$ cat src/inc/output_routing_pkg.sv
/*
 Package for the output routing and volume register bank: offsets, field
 positions, reset values, routing codes and the gain settle timing.
 Assumes an 8-bit register port with a byte address, synchronous to sys_clk.
*/
package output_routing_pkg;
	localparam logic [7:0] OFS_ROUTING   = 8'h23;
	localparam logic [7:0] OFS_LHP_VOL   = 8'h24;
	localparam logic [7:0] OFS_RHP_VOL   = 8'h25;
	localparam logic [7:0] OFS_SPK_VOL   = 8'h26;
	localparam logic [7:0] OFS_RSVD_A    = 8'h27;
	localparam logic [7:0] OFS_LHP_DRV   = 8'h28;
	localparam logic [7:0] OFS_RHP_DRV   = 8'h29;

	localparam logic [7:0] RST_ROUTING   = 8'h00;
	localparam logic [7:0] RST_VOL       = 8'h7F;
	localparam logic [7:0] RST_RSVD_A    = 8'h7F;
	localparam logic [7:0] RST_DRV       = 8'h02;

	localparam int POS_DACL   = 6;
	localparam int POS_AIN1L  = 5;
	localparam int POS_AIN2L  = 4;
	localparam int POS_DACR   = 2;
	localparam int POS_AIN2R  = 1;
	localparam int POS_DIFF   = 0;
	localparam int POS_ROUTE  = 7;
	localparam int POS_GAIN   = 3;
	localparam int POS_UNMUTE = 2;
	localparam int POS_APPLY  = 0;

	localparam logic [1:0] ROUTE_NONE   = 2'h0;
	localparam logic [1:0] ROUTE_MIXER  = 2'h1;
	localparam logic [1:0] ROUTE_DIRECT = 2'h2;

	localparam logic [3:0] GAIN_MAX = 4'h9;

	// time for a new gain or mute setting to take effect in the driver
	localparam int SETTLE_NS     = 1000;
	localparam int CLK_PERIOD_NS = 100;
	localparam int SETTLE_CYC    = (SETTLE_NS + CLK_PERIOD_NS - 1) / CLK_PERIOD_NS;

	typedef struct packed {
		logic       toMixer;
		logic       toDirect;
	} dac_route_t;

	typedef struct packed {
		dac_route_t dacL;
		dac_route_t dacR;
		logic       ain1ToLeft;
		logic       ain2ToLeft;
		logic       ain2ToRight;
		logic       diffFeed;
		logic       volToLhp;
		logic       volToRhp;
		logic       volToSpk;
		logic [6:0] lhpAtten;
		logic [6:0] rhpAtten;
		logic [6:0] spkAtten;
		logic [3:0] lhpGain;
		logic [3:0] rhpGain;
		logic       lhpUnmute;
		logic       rhpUnmute;
	} route_ctrl_t;
endpackage

$ cat src/hw/gain_settle.sv
/*
 Gain settle tracker for one headphone driver: restarts on each change and
 reports applied once the settle count has run out.
 Assumes restart is a one-cycle pulse on sys_clk.
*/
`timescale 1ns/1ps
`default_nettype none
module gain_settle
	import output_routing_pkg::*;
#(
	parameter int SETTLE = SETTLE_CYC
) (
	input  wire logic sys_clk,  // control clock
	input  wire logic rst_n,    // async reset, active low
	input  wire logic restart,  // new gain or mute written
	output var  logic applied   // all programmed gains in effect
);
	typedef struct packed {
		logic [7:0] count;
		logic       done;
	} settle_t;

	settle_t stateReg;
	settle_t stateNext;

	always_comb begin
		stateNext = stateReg;
		if (restart) begin
			stateNext.count = 8'(SETTLE);
			stateNext.done  = 1'b0;
		end else if (stateReg.count != 8'h00) begin
			stateNext.count = stateReg.count - 8'h01;
			stateNext.done  = (stateReg.count == 8'h01);
		end
	end

	// after reset the defaults count as applied only once the first settle ends
	always_ff @(posedge sys_clk or negedge rst_n) begin
		if (!rst_n) begin
			stateReg <= '{count: 8'(SETTLE), done: 1'b0};
		end else begin
			stateReg <= stateNext;
		end
	end

	assign applied = stateReg.done;
endmodule
`default_nettype wire

$ cat src/hw/output_routing_volume_regs.sv
/*
 Output routing and volume register bank: stores the routing, volume and
 headphone driver registers, decodes them into control levels for the analog
 path, and reports the per-driver gain-applied status.
 Assumes the register port is synchronous to sys_clk; wrEn and rdEn are
 one-cycle strobes with an 8-bit byte address.
*/
`timescale 1ns/1ps
`default_nettype none
// Operation
// [RULE_01] Left converter field: 00 none, 01 left mixer, 10 left headphone direct.
// [RULE_02] Analog input one bit set connects it to the left mixer.
// [RULE_03] Analog input two left bit set connects it to the left mixer.
// [RULE_04] Right converter field: 00 none, 01 right mixer, 10 right headphone direct.
// [RULE_05] Analog input two right bit set connects it to the right mixer.
// [RULE_06] Differential bit feeds left headphone output into right headphone input.
// [RULE_07] Left headphone volume top bit connects left volume stage to driver.
// [RULE_08] Left headphone seven-bit attenuation code, reset all ones.
// [RULE_09] Right headphone volume top bit connects right volume stage to driver.
// [RULE_10] Right headphone seven-bit attenuation code, reset all ones.
// [RULE_11] Speaker volume top bit connects left volume stage to speaker driver.
// [RULE_12] Speaker seven-bit attenuation code, reset all ones.
// [RULE_13] Left headphone gain 0 to 9 dB; codes above nine never written.
// [RULE_14] Left headphone muted while its mute bit is 0; resets to 0.
// [RULE_15] Left headphone status reads 1 once all programmed gains applied.
// [RULE_16] Right headphone gain 0 to 9 dB; codes above nine never written.
// [RULE_17] Right headphone muted while its mute bit is 0; resets to 0.
// [RULE_18] Right headphone status reads 1 once all programmed gains applied.
// [RULE_19] Software keeps right driver reserved bit 1 at one.
// [RULE_20] Software writes zero into the top bit of each driver register.
// [RULE_21] Status drops on a gain or mute write and rises when done; the code drops it only when the write changes the gain or mute bits.
// [RULE_22] Reserved routing code 11 makes no connection.
module output_routing_volume_regs
	import output_routing_pkg::*;
(
	input  wire logic        sys_clk,  // control clock, 10 MHz
	input  wire logic        rst_n,    // async reset, active low
	input  wire logic        wrEn,     // write strobe
	input  wire logic        rdEn,     // read strobe
	input  wire logic [7:0]  addr,     // register address
	input  wire logic [7:0]  wrData,   // write data
	output var  logic [7:0]  rdData,   // read data, valid cycle after rdEn
	output var  route_ctrl_t ctrl      // decoded controls for the analog path
);
	typedef struct packed {
		logic [7:0]  routing;
		logic [7:0]  lhpVol;
		logic [7:0]  rhpVol;
		logic [7:0]  spkVol;
		logic [7:0]  lhpDrv;
		logic [7:0]  rhpDrv;
		logic [7:0]  rdData;
		route_ctrl_t ctrl;
	} bank_t;

	bank_t stateReg;
	bank_t stateNext;
	logic  lhpRestart;
	logic  rhpRestart;
	logic  lhpApplied;
	logic  rhpApplied;

	// reserved code 11 decodes to neither path
	function automatic dac_route_t decodeRoute(input logic [1:0] code);
		dac_route_t r;
		r.toMixer  = (code == ROUTE_MIXER);
		r.toDirect = (code == ROUTE_DIRECT);
		return r;
	endfunction

	function automatic logic [7:0] drvWriteVal(input logic [7:0] d);
		// status bit is read-only, kept out of storage
		return {d[7:1], 1'b0};
	endfunction

	// restart only on a real change of gain or mute
	assign lhpRestart = wrEn && (addr == OFS_LHP_DRV) &&
		(wrData[6:2] != stateReg.lhpDrv[6:2]); // RULE_21
	assign rhpRestart = wrEn && (addr == OFS_RHP_DRV) &&
		(wrData[6:2] != stateReg.rhpDrv[6:2]); // RULE_21

	gain_settle #(
		.SETTLE (SETTLE_CYC)
	) lhpSettle (
		.sys_clk (sys_clk),
		.rst_n   (rst_n),
		.restart (lhpRestart),
		.applied (lhpApplied)
	);

	gain_settle #(
		.SETTLE (SETTLE_CYC)
	) rhpSettle (
		.sys_clk (sys_clk),
		.rst_n   (rst_n),
		.restart (rhpRestart),
		.applied (rhpApplied)
	);

	always_comb begin
		stateNext = stateReg;
		if (wrEn) begin
			case (addr)
				OFS_ROUTING: begin
					stateNext.routing = wrData;
				end
				OFS_LHP_VOL: begin
					stateNext.lhpVol = wrData;
				end
				OFS_RHP_VOL: begin
					stateNext.rhpVol = wrData;
				end
				OFS_SPK_VOL: begin
					stateNext.spkVol = wrData;
				end
				OFS_LHP_DRV: begin
					stateNext.lhpDrv = drvWriteVal(wrData); // RULE_13
				end
				OFS_RHP_DRV: begin
					// reserved bits stored as written; software keeps them legal
					stateNext.rhpDrv = drvWriteVal(wrData); // RULE_16
				end
				default: begin
				end
			endcase
		end
		if (rdEn) begin
			case (addr)
				OFS_ROUTING: stateNext.rdData = stateReg.routing;
				OFS_LHP_VOL: stateNext.rdData = stateReg.lhpVol;
				OFS_RHP_VOL: stateNext.rdData = stateReg.rhpVol;
				OFS_SPK_VOL: stateNext.rdData = stateReg.spkVol;
				OFS_RSVD_A:  stateNext.rdData = RST_RSVD_A;
				OFS_LHP_DRV: stateNext.rdData = {stateReg.lhpDrv[7:1], lhpApplied}; // RULE_15
				OFS_RHP_DRV: stateNext.rdData = {stateReg.rhpDrv[7:1], rhpApplied}; // RULE_18
				default:     stateNext.rdData = 8'h00;
			endcase
		end
		// decode from the new contents so outputs follow a write by one cycle
		stateNext.ctrl.dacL        = decodeRoute(stateNext.routing[POS_DACL +: 2]); // RULE_01 RULE_22
		stateNext.ctrl.dacR        = decodeRoute(stateNext.routing[POS_DACR +: 2]); // RULE_04 RULE_22
		stateNext.ctrl.ain1ToLeft  = stateNext.routing[POS_AIN1L]; // RULE_02
		stateNext.ctrl.ain2ToLeft  = stateNext.routing[POS_AIN2L]; // RULE_03
		stateNext.ctrl.ain2ToRight = stateNext.routing[POS_AIN2R]; // RULE_05
		stateNext.ctrl.diffFeed    = stateNext.routing[POS_DIFF]; // RULE_06
		stateNext.ctrl.volToLhp    = stateNext.lhpVol[POS_ROUTE]; // RULE_07
		stateNext.ctrl.lhpAtten    = stateNext.lhpVol[6:0]; // RULE_08
		stateNext.ctrl.volToRhp    = stateNext.rhpVol[POS_ROUTE]; // RULE_09
		stateNext.ctrl.rhpAtten    = stateNext.rhpVol[6:0]; // RULE_10
		stateNext.ctrl.volToSpk    = stateNext.spkVol[POS_ROUTE]; // RULE_11
		stateNext.ctrl.spkAtten    = stateNext.spkVol[6:0]; // RULE_12
		stateNext.ctrl.lhpGain     = stateNext.lhpDrv[POS_GAIN +: 4]; // RULE_13
		stateNext.ctrl.rhpGain     = stateNext.rhpDrv[POS_GAIN +: 4]; // RULE_16
		stateNext.ctrl.lhpUnmute   = stateNext.lhpDrv[POS_UNMUTE]; // RULE_14
		stateNext.ctrl.rhpUnmute   = stateNext.rhpDrv[POS_UNMUTE]; // RULE_17
	end

	always_ff @(posedge sys_clk or negedge rst_n) begin
		if (!rst_n) begin
			stateReg.routing <= RST_ROUTING;
			stateReg.lhpVol  <= RST_VOL;
			stateReg.rhpVol  <= RST_VOL;
			stateReg.spkVol  <= RST_VOL;
			stateReg.lhpDrv  <= RST_DRV;
			stateReg.rhpDrv  <= RST_DRV; // RULE_19
			stateReg.rdData  <= 8'h00;
			stateReg.ctrl    <= '{dacL: '{1'b0, 1'b0}, dacR: '{1'b0, 1'b0},
				lhpAtten: 7'h7F, rhpAtten: 7'h7F, spkAtten: 7'h7F, default: '0};
		end else begin
			stateReg <= stateNext;
		end
	end

	assign rdData = stateReg.rdData;
	assign ctrl   = stateReg.ctrl;

	AST_DACL_RESERVED: assert property (@(posedge sys_clk) disable iff (!rst_n) // RULE_22
		(stateReg.routing[7:6] == 2'h3) |-> !(ctrl.dacL.toMixer || ctrl.dacL.toDirect))
		else $error("reserved left route code made a connection");
	AST_DACL_DECODE: assert property (@(posedge sys_clk) disable iff (!rst_n) // RULE_01
		ctrl.dacL.toDirect == (stateReg.routing[7:6] == 2'h2))
		else $error("left direct route mismatch");
	AST_DACR_DECODE: assert property (@(posedge sys_clk) disable iff (!rst_n) // RULE_04
		ctrl.dacR.toMixer == (stateReg.routing[3:2] == 2'h1))
		else $error("right mixer route mismatch");
	AST_ROUTE_WRITE: assert property (@(posedge sys_clk) disable iff (!rst_n) // RULE_06
		(wrEn && addr == OFS_ROUTING) |=> (ctrl.diffFeed == $past(wrData[0]) &&
		ctrl.ain1ToLeft == $past(wrData[5])))
		else $error("routing write not reflected");
	AST_LHP_VOL: assert property (@(posedge sys_clk) disable iff (!rst_n) // RULE_08
		(wrEn && addr == OFS_LHP_VOL) |=> (ctrl.lhpAtten == $past(wrData[6:0]) &&
		ctrl.volToLhp == $past(wrData[7])))
		else $error("left headphone volume not updated");
	AST_SPK_VOL: assert property (@(posedge sys_clk) disable iff (!rst_n) // RULE_11
		(wrEn && addr == OFS_SPK_VOL) |=> ctrl.volToSpk == $past(wrData[7]))
		else $error("speaker route not updated");
	AST_LHP_MUTE: assert property (@(posedge sys_clk) disable iff (!rst_n) // RULE_14
		(wrEn && addr == OFS_LHP_DRV) |=> ctrl.lhpUnmute == $past(wrData[2]))
		else $error("left mute not updated");
	AST_LHP_DROP: assert property (@(posedge sys_clk) disable iff (!rst_n) // RULE_21
		lhpRestart |=> !lhpApplied [*8])
		else $error("left status did not drop after change");
	// ten quiet cycles, split so no repetition grows long
	AST_LHP_RISE: assert property (@(posedge sys_clk) disable iff (!rst_n) // RULE_15
		(lhpRestart ##1 !lhpRestart [*5] ##1 !lhpRestart [*5]) |=> lhpApplied)
		else $error("left status did not rise after settle");
	AST_RHP_RISE: assert property (@(posedge sys_clk) disable iff (!rst_n) // RULE_18
		(rhpRestart ##1 !rhpRestart [*5] ##1 !rhpRestart [*5]) |=> rhpApplied)
		else $error("right status did not rise after settle");

	// routing decode against the stored field and the written data
	AST_DACL_MIXER: assert property (@(posedge sys_clk) disable iff (!rst_n) // RULE_01
		ctrl.dacL.toMixer ==
		(stateReg.routing[7:6] == 2'h1))
		else $error("left mixer route mismatch");

	AST_DACR_DIRECT: assert property (@(posedge sys_clk) disable iff (!rst_n) // RULE_04
		ctrl.dacR.toDirect ==
		(stateReg.routing[3:2] == 2'h2))
		else $error("right direct route mismatch");

	AST_DACR_RESERVED: assert property (@(posedge sys_clk) disable iff (!rst_n) // RULE_22
		(stateReg.routing[3:2] == 2'h3) |->
		!(ctrl.dacR.toMixer || ctrl.dacR.toDirect))
		else $error("reserved right route code made a connection");

	AST_ANALOG_INPUT_ONE_LEFT: assert property (@(posedge sys_clk) disable iff (!rst_n) // RULE_02
		(wrEn && addr == OFS_ROUTING) |=>
		ctrl.ain1ToLeft == $past(wrData[5]))
		else $error("input one left route not updated");

	AST_ANALOG_INPUT_TWO_LEFT: assert property (@(posedge sys_clk) disable iff (!rst_n) // RULE_03
		(wrEn && addr == OFS_ROUTING) |=>
		ctrl.ain2ToLeft == $past(wrData[4]))
		else $error("input two left route not updated");

	AST_ANALOG_INPUT_TWO_RIGHT: assert property (@(posedge sys_clk) disable iff (!rst_n) // RULE_05
		(wrEn && addr == OFS_ROUTING) |=>
		ctrl.ain2ToRight == $past(wrData[1]))
		else $error("input two right route not updated");

	AST_ROUTE_HOLD: assert property (@(posedge sys_clk) disable iff (!rst_n) // RULE_01
		!(wrEn && addr == OFS_ROUTING) |=>
		($stable(ctrl.dacL) && $stable(ctrl.dacR) && $stable(ctrl.diffFeed)))
		else $error("routing changed without a write");

	// volume stages
	AST_RHP_VOL: assert property (@(posedge sys_clk) disable iff (!rst_n) // RULE_09
		(wrEn && addr == OFS_RHP_VOL) |=>
		(ctrl.volToRhp == $past(wrData[7]) && ctrl.rhpAtten == $past(wrData[6:0])))
		else $error("right headphone volume not updated");

	AST_SPK_ATTEN: assert property (@(posedge sys_clk) disable iff (!rst_n) // RULE_12
		(wrEn && addr == OFS_SPK_VOL) |=>
		ctrl.spkAtten == $past(wrData[6:0]))
		else $error("speaker attenuation not updated");

	AST_LHP_VOL_HOLD: assert property (@(posedge sys_clk) disable iff (!rst_n) // RULE_08
		!(wrEn && addr == OFS_LHP_VOL) |=>
		($stable(ctrl.lhpAtten) && $stable(ctrl.volToLhp)))
		else $error("left headphone volume changed without a write");

	AST_RHP_VOL_HOLD: assert property (@(posedge sys_clk) disable iff (!rst_n) // RULE_10
		!(wrEn && addr == OFS_RHP_VOL) |=>
		($stable(ctrl.rhpAtten) && $stable(ctrl.volToRhp)))
		else $error("right headphone volume changed without a write");

	AST_SPK_VOL_HOLD: assert property (@(posedge sys_clk) disable iff (!rst_n) // RULE_12
		!(wrEn && addr == OFS_SPK_VOL) |=>
		($stable(ctrl.spkAtten) && $stable(ctrl.volToSpk)))
		else $error("speaker volume changed without a write");

	// headphone driver gain and mute
	AST_LHP_GAIN: assert property (@(posedge sys_clk) disable iff (!rst_n) // RULE_13
		(wrEn && addr == OFS_LHP_DRV) |=>
		ctrl.lhpGain == $past(wrData[6:3]))
		else $error("left gain not updated");

	AST_RHP_GAIN: assert property (@(posedge sys_clk) disable iff (!rst_n) // RULE_16
		(wrEn && addr == OFS_RHP_DRV) |=>
		ctrl.rhpGain == $past(wrData[6:3]))
		else $error("right gain not updated");

	// codes above nine are stored as written, so only legal software keeps this
	AST_LHP_GAIN_RANGE: assert property (@(posedge sys_clk) disable iff (!rst_n) // RULE_13
		ctrl.lhpGain <= GAIN_MAX)
		else $error("left gain outside legal range");

	AST_RHP_GAIN_RANGE: assert property (@(posedge sys_clk) disable iff (!rst_n) // RULE_16
		ctrl.rhpGain <= GAIN_MAX)
		else $error("right gain outside legal range");

	AST_RHP_MUTE: assert property (@(posedge sys_clk) disable iff (!rst_n) // RULE_17
		(wrEn && addr == OFS_RHP_DRV) |=>
		ctrl.rhpUnmute == $past(wrData[2]))
		else $error("right mute not updated");

	AST_LHP_MUTE_HOLD: assert property (@(posedge sys_clk) disable iff (!rst_n) // RULE_14
		!(wrEn && addr == OFS_LHP_DRV) |=>
		($stable(ctrl.lhpUnmute) && $stable(ctrl.lhpGain)))
		else $error("left driver changed without a write");

	AST_RHP_MUTE_HOLD: assert property (@(posedge sys_clk) disable iff (!rst_n) // RULE_17
		!(wrEn && addr == OFS_RHP_DRV) |=>
		($stable(ctrl.rhpUnmute) && $stable(ctrl.rhpGain)))
		else $error("right driver changed without a write");

	AST_RHP_KEEP_ONE: assert property (@(posedge sys_clk) disable iff (!rst_n) // RULE_19
		stateReg.rhpDrv[1])
		else $error("right driver reserved bit cleared");

	AST_DRV_TOP_ZERO: assert property (@(posedge sys_clk) disable iff (!rst_n) // RULE_20
		!(stateReg.lhpDrv[7] || stateReg.rhpDrv[7]))
		else $error("driver reserved top bit set");

	// gain-applied status
	AST_RHP_DROP: assert property (@(posedge sys_clk) disable iff (!rst_n) // RULE_21
		rhpRestart |=>
		!rhpApplied [*8])
		else $error("right status did not drop after change");

	AST_LHP_APPLIED_HOLD: assert property (@(posedge sys_clk) disable iff (!rst_n) // RULE_15
		(lhpApplied && !lhpRestart) |=>
		lhpApplied)
		else $error("left status fell without a change");

	AST_RHP_APPLIED_HOLD: assert property (@(posedge sys_clk) disable iff (!rst_n) // RULE_18
		(rhpApplied && !rhpRestart) |=>
		rhpApplied)
		else $error("right status fell without a change");

	AST_LHP_READ: assert property (@(posedge sys_clk) disable iff (!rst_n) // RULE_15
		(rdEn && addr == OFS_LHP_DRV) |=>
		rdData[0] == $past(lhpApplied))
		else $error("left status not read back");

	AST_RHP_READ: assert property (@(posedge sys_clk) disable iff (!rst_n) // RULE_18
		(rdEn && addr == OFS_RHP_DRV) |=>
		rdData[0] == $past(rhpApplied))
		else $error("right status not read back");

	// read data must stand until the next read strobe
	AST_RDATA_HOLD: assert property (@(posedge sys_clk) disable iff (!rst_n) // RULE_15
		!rdEn |=>
		$stable(rdData))
		else $error("read data changed without a read");

	COV_DIFF: cover property (@(posedge sys_clk) disable iff (!rst_n) ctrl.diffFeed && ctrl.dacL.toDirect);
	COV_LHP_SETTLE: cover property (@(posedge sys_clk) disable iff (!rst_n) lhpRestart ##[1:20] lhpApplied);
	COV_RHP_UNMUTE: cover property (@(posedge sys_clk) disable iff (!rst_n) $rose(ctrl.rhpUnmute));
	COV_DACR_DIRECT: cover property (@(posedge sys_clk) disable iff (!rst_n) ctrl.dacR.toDirect);
	COV_RSVD_ROUTE: cover property (@(posedge sys_clk) disable iff (!rst_n)
		(stateReg.routing[7:6] == 2'h3) && (stateReg.routing[3:2] == 2'h3));
endmodule
`default_nettype wire

$ cat config.mk
export PLATFORM = sky130hd
export DESIGN_NAME = output_routing_volume_regs
export DESIGN_NICKNAME = d
export VERILOG_FILES = /design/src/inc/output_routing_pkg.sv /design/src/hw/gain_settle.sv /design/src/hw/output_routing_volume_regs.sv
export SDC_FILE = /design/constraint.sdc
export NUM_CORES = 1
export LEC_CHECK = 0
export ABC_CLOCK_PERIOD_IN_PS = 2500
export BUFFER_PORTS_ARGS = -buffer_cell sky130_fd_sc_hd__buf_2
export CAP_MARGIN = 0
export CORE_MARGIN = 2
export CORE_UTILIZATION = 35
export CTS_CLUSTER_DIAMETER = 40
export DETAILED_ROUTE_END_ITERATION = 10
export SETUP_SLACK_MARGIN = 0.5
export SYNTH_ARGS = -nofsm -noshare
export SYNTH_HDL_FRONTEND = slang
export SYNTH_HIERARCHICAL = 1
export SYNTH_SLANG_ARGS = --single-unit
export TNS_END_PERCENT = 100
$ cat constraint.sdc
create_clock -name sys_clk -period 2.5 [get_ports sys_clk]
set_clock_uncertainty 0.05 [all_clocks]
set_input_delay 0.125 -clock sys_clk [delete_from_list [all_inputs] [get_ports sys_clk]]
set_output_delay 0.125 -clock sys_clk [all_outputs]
set_load 0.02 [all_outputs]
Word level (Yosys, flattened, before mapping)
Cells that the tools add are included.
- add/subtract/negate cells: 2
- equal/unequal tests: 15
- muxes and demuxes: 12
- reduce and logical (&&, ||, !) cells: 10
- operator list (operator ; number):
    8-bit by 6-bit equality test with 1-bit output (second input constant) ; 7
    8-bit case mux with 7 select lines ; 1
    48-bit two-way mux ; 1
    8-bit two-way mux ; 6
    9-bit two-way mux ; 4
    8-bit by 1-bit equality test with 1-bit output (second input constant) ; 2
    8-bit nonzero test ; 2
    8-bit by 1-bit subtractor with 8-bit output (second input constant) ; 2
    5-bit != test ; 2
    2-bit by 1-bit equality test with 1-bit output (second input constant) ; 2
    2-bit equality test (second input constant) ; 2
    1-bit logical AND ; 4
    2-bit AND reduction ; 2
    2-bit nonzero test ; 2
- bits in registers: 114
- output and inout port bits: 50
- word-level logic and storage cells: 70

Depth between registers and ports, before layout
- depth in word-level cells: 4
- mapped depth: 8

By module
The synthesis kept the hierarchy.
- modules (own cells, without submodules) (module ; instances ; cells each ; area an instance (µm²)):
    output_routing_volume_regs ; 1 ; 294 ; 3380.7
    gain_settle ; 2 ; 54 ; 526.8

Least setup slack after synthesis
Ideal clock, no wire load.
- path type: input to register
- start: input addr[4]
- end: register rhpSettle/stateReg[8] (netlist bit)
- setup time: 0.125 ns
- arrival time: 1.880 ns
- data required time: 2.325 ns
- slack: 0.445 ns
- stages: 8
- cell sequence: clkbuf_1 nor2b_1 clkbuf_1 nand4_1 a31oi_1 clkbuf_1 nor3_1 mux2_2
- cells in the longest elaborated chain, start to end: 4
- elaborated cells between the ends (all ways): 5
- RTL lines (item ; RTL line ; source):
    start: declaration ; output_routing_volume_regs.sv:40 ; input wire logic [7:0] addr,
    8-bit by 6-bit equality test with 1-bit output * ; output_routing_volume_regs.sv:79 ; assign rhpRestart = wrEn && (addr == OFS_RHP_DRV) &&
    1-bit logical AND * (2 in a row) ; output_routing_volume_regs.sv:79 ;
    named net rhpRestart ; output_routing_volume_regs.sv:59 ; logic rhpRestart;
    9-bit two-way mux or 2-bit nonzero test (tied branches) ; - ;
    end signal: assignment ; gain_settle.sv:40 ; stateReg <= '{count: 8'(SETTLE), done: 1'b0};
    end signal: assignment ; gain_settle.sv:42 ; stateReg <= stateNext;
    end: declaration ; gain_settle.sv:23 ; settle_t stateReg;
Mark *: on every way through the listed nets, which the timed path passes. The rest lies on a longest branch.
A chain may end at the register's enable or synchronous reset.

Worst setup path after layout
- start: register lhpSettle/stateReg[1] (netlist bit)
- end: register lhpSettle/stateReg[5] (netlist bit)
- cells in the longest elaborated chain, start to end: 3
- elaborated cells between the ends (all ways): 5
- RTL lines (item ; RTL line ; source):
    start: declaration ; gain_settle.sv:23 ;
    start signal: assignment ; gain_settle.sv:40 ;
    start signal: assignment ; gain_settle.sv:42 ;
    8-bit by 1-bit subtractor with 8-bit output ; gain_settle.sv:32 ; stateNext.count = stateReg.count - 8'h01;
    9-bit two-way mux ; gain_settle.sv:31 ; end else if (stateReg.count != 8'h00) begin
    9-bit two-way mux ; gain_settle.sv:28 ; if (restart) begin
Several ways; a longest one is shown, not always the timed one. The select of a mux whose other input is x is not followed.

==> results.cfg <==
[clocking]
post_cts_buffers = 0
cts_buffers = 9
cts-root-buf = clkbuf_16
cts.sinks = 76
clockBufferDepth = 2
cts_tree = done
worst_skew_pair.late_latency_ps = 340
clk_pin_slew_worst_paths_ps = 60
cts-htree-levels = 3

[detailed_routing]
ant_nets = 0
drt_iter0_markers = 270
dr.pass1.iters = 5
drt-total-wl_um = 10350
wl_per_cell_um = 17.28
drcViolationCount = 0
vias = 3107
avgViaCountPerCell = 5.187

[die]
dieWidth_um = 116.6
die_h_um = 116.6
start_util = 0.3543
ios = 70
core_um2 = 12520
die_area_um2 = 13590
row_count = 41

[global_route]
overflow = 0
grt_pass1_wl_um = 16550
antenna_found_initial = 0
grt_max_degree = 77
grt_usage = 0.1593
grt_pass1_vias = 3165

[critical_path]
cp.required_ps = 2670
crit_path_start = lhpSettle/stateReg[1]
rr_startpoint = lhpSettle/stateReg[1]
rr_worst_depth = 5
cp_num_buf_inv = 1
start_kind = flop
cp-end-kind = flop
cp_slowest_cell = or3b_2
path_cells = inv_1, ha_2, or3b_2, o211ai_1, mux2_2
r2r_setup_slack_ps = 570
cp_num_cells = 5
path_max_fanout = 5
worst-setup-path-type = flop to flop
slowest_delay_ps = 470
cp_top_family = simple AND/OR/NAND/NOR gates
cp.arrival_ps = 2090

[worst_hold_path]
hold_start = wrData[0]
hold_path_class = input pin to flop
min_delay_path_depth = 2

[layout]
antenna_cells = 0
area_growth_pct = 12.56
nets = 448
drive_gt1_frac = 0.4520
nFillCells = 1257
stdcell_area_um2 = 4991

[status]
outcome = complete, no violations

[timing]
drv_slew = 0
worst_pin_slew_ps = 958.1
setup_viol = 0
layout_worst_path_cycle_share = 0.7706
finalSetupTns_ps = 0
min_period_ps = 1927
final_hold_viol_count = 0
fmax_mhz = 519.1
rsz0062_at_grt = no
slew_headroom = 0.3613

[synth]
synthTopCellsByArea = dfrtp_1, dfstp_2, mux2_2
synth_top_area_frac = 0.2765
synth-edff-count = 0
synth_most_common_cell = buf_4
synth_async_sr_flop_share = 1.000
yosys.area.top_type = dfrtp_1
ys.flop_type = dfrtp_1
ys_ff_latch = 76
synth_seq_area_share = 0.4365
ys_types = 60
ys_top_cells_by_count = buf_4, mux2_2, dfrtp_1, dfstp_2, a21oi_1
syn_inst = 402
synth-warning-count = 6
syn-num-nets = 428
synth.avg_cell_area_um2 = 11.03
synth_area_um2 = 4434

[run]
maxCapViolCount = 0

[power_and_ir_drop]
p_leak_nw = 2.260
irDropWorstVdd_uv = 461.7
power.density_nw_per_um2 = 816.7
finalPower_w = 0.004076

[placement]
place_area_um2 = 4599
dp_hpwl_um = 7446
gp_congestion = 0.8805
io_buffers = 69
worst reg2reg max path, cell delays in order, from the launching register on:
cell      delay, ps
dfrtp_1         410
inv_1           120
ha_2            240
or3b_2          470
o211ai_1        180
mux2_2          350
flip-flops by register name, summed over array words and instances, names as in the netlist:
name                flops
ctrl                   31
lhpSettle/applied       1
lhpSettle/stateReg      8
rdData                  8
rhpSettle/applied       1
rhpSettle/stateReg      8
stateReg               19
area by class of cell:
type,instances,area (um^2),share of cell area
inverter,8,30.03,0.006017
clock buffer,12,256.5,0.05139
timing repair buffer,79,425.4,0.08523
clock inverter,4,95.09,0.01905
multi-input combinational,248,2033,0.4074
sequential,76,1936,0.3878
tap,172,215.2,0.04312
metrics by stage:
| step | std cells | setup slack [ps] | hold WS [ps] | utilization |
|---|---|---|---|---|
| 2_1_floorplan | 402 | 542.0 | -220.6 | - |
| 3_3_place_gp | 582 | 350.8 | 287.4 | 0.3675 |
| 3_5_place_dp | 582 | 347.4 | 293.1 | 0.3675 |
| 4_1_cts | 599 | 530.6 | 29.57 | 0.3963 |
| 5_1_grt | 599 | 500.0 | 35.69 | 0.3987 |
| 6_report | 599 | 573.4 | 33.05 | 0.3987 |
layer usage:
metal | vias up | global-route usage | part of all wire
met4 | 0 | 0.07373 | 0.030
met3 | 22 | 0.04100 | 0.064
met5 | - | 0 | 0
met1 | 1547 | 0.1988 | 0.43
met2 | 87 | 0.2597 | 0.48
li1 | 1451 | - | -
final timing paths:
kind                                         end
min in group asynchronous              rdData[1]
min                                 stateReg[90]
max reg2reg                lhpSettle/stateReg[5]
max                        lhpSettle/stateReg[5]
min reg2reg                         stateReg[57]
max in group asynchronous               ctrl[38]
cell usage in the layout, fill, tap and decap left out, drive strengths merged, types with 2 or more instances in the layout:
master and instances:
nor2 8, nor3b 4, inv 7, nand3b 2
ha 6, dfrtp 49, or3b 4, nor3 15
clkinv 2, a2bb2oi 4, or4 6, or2 2
a311o 2, nand2b 9, mux2 52, o21ai 11
clkbuf 12, a211o 2, o211ai 3, a31oi 4
o221ai 4, nand3 8, nor4 6, xor2 5
buf 78, o22ai 2, a22oi 6, a221oi 3
xnor2 5, a21oi 16, mux2i 15, dfstp 27
nand2 13, bufinv 3, a211oi 2, or3 6
nor2b 11
where the power goes:
part,switching [W],internal (W)
registers,0.000186,0.00144
logic,0.000488,0.000443
clock network,0.000491,0.00103
cells by family (layout without fill, tap and decap cells):
| family | count (synthesis) | count (layout) | synth area share |
|---|---|---|---|
| and+or+nand+nor | 102 | 102 | 0.1504 |
| buffers and inverters | 78 | 103 | 0.1129 |
| DFF | 76 | 76 | 0.4365 |
| muxes | 67 | 67 | 0.1676 |
| AOI/OAI and AO/OA | 63 | 63 | 0.09593 |
| xor gates and xnor gates | 10 | 10 | 0.01975 |
| adders and majority gates | 6 | 6 | 0.01693 |
repair_timing:
| item | CTS | global route |
|---|---|---|
| hold endpoints to repair | 49 | 0 |
| hold buffers | 1 | 0 |
| resized for setup | 0 | 7 |
| endpoints found under the setup margin | 0 | 6 |
(Power assumes the default switching activity.)
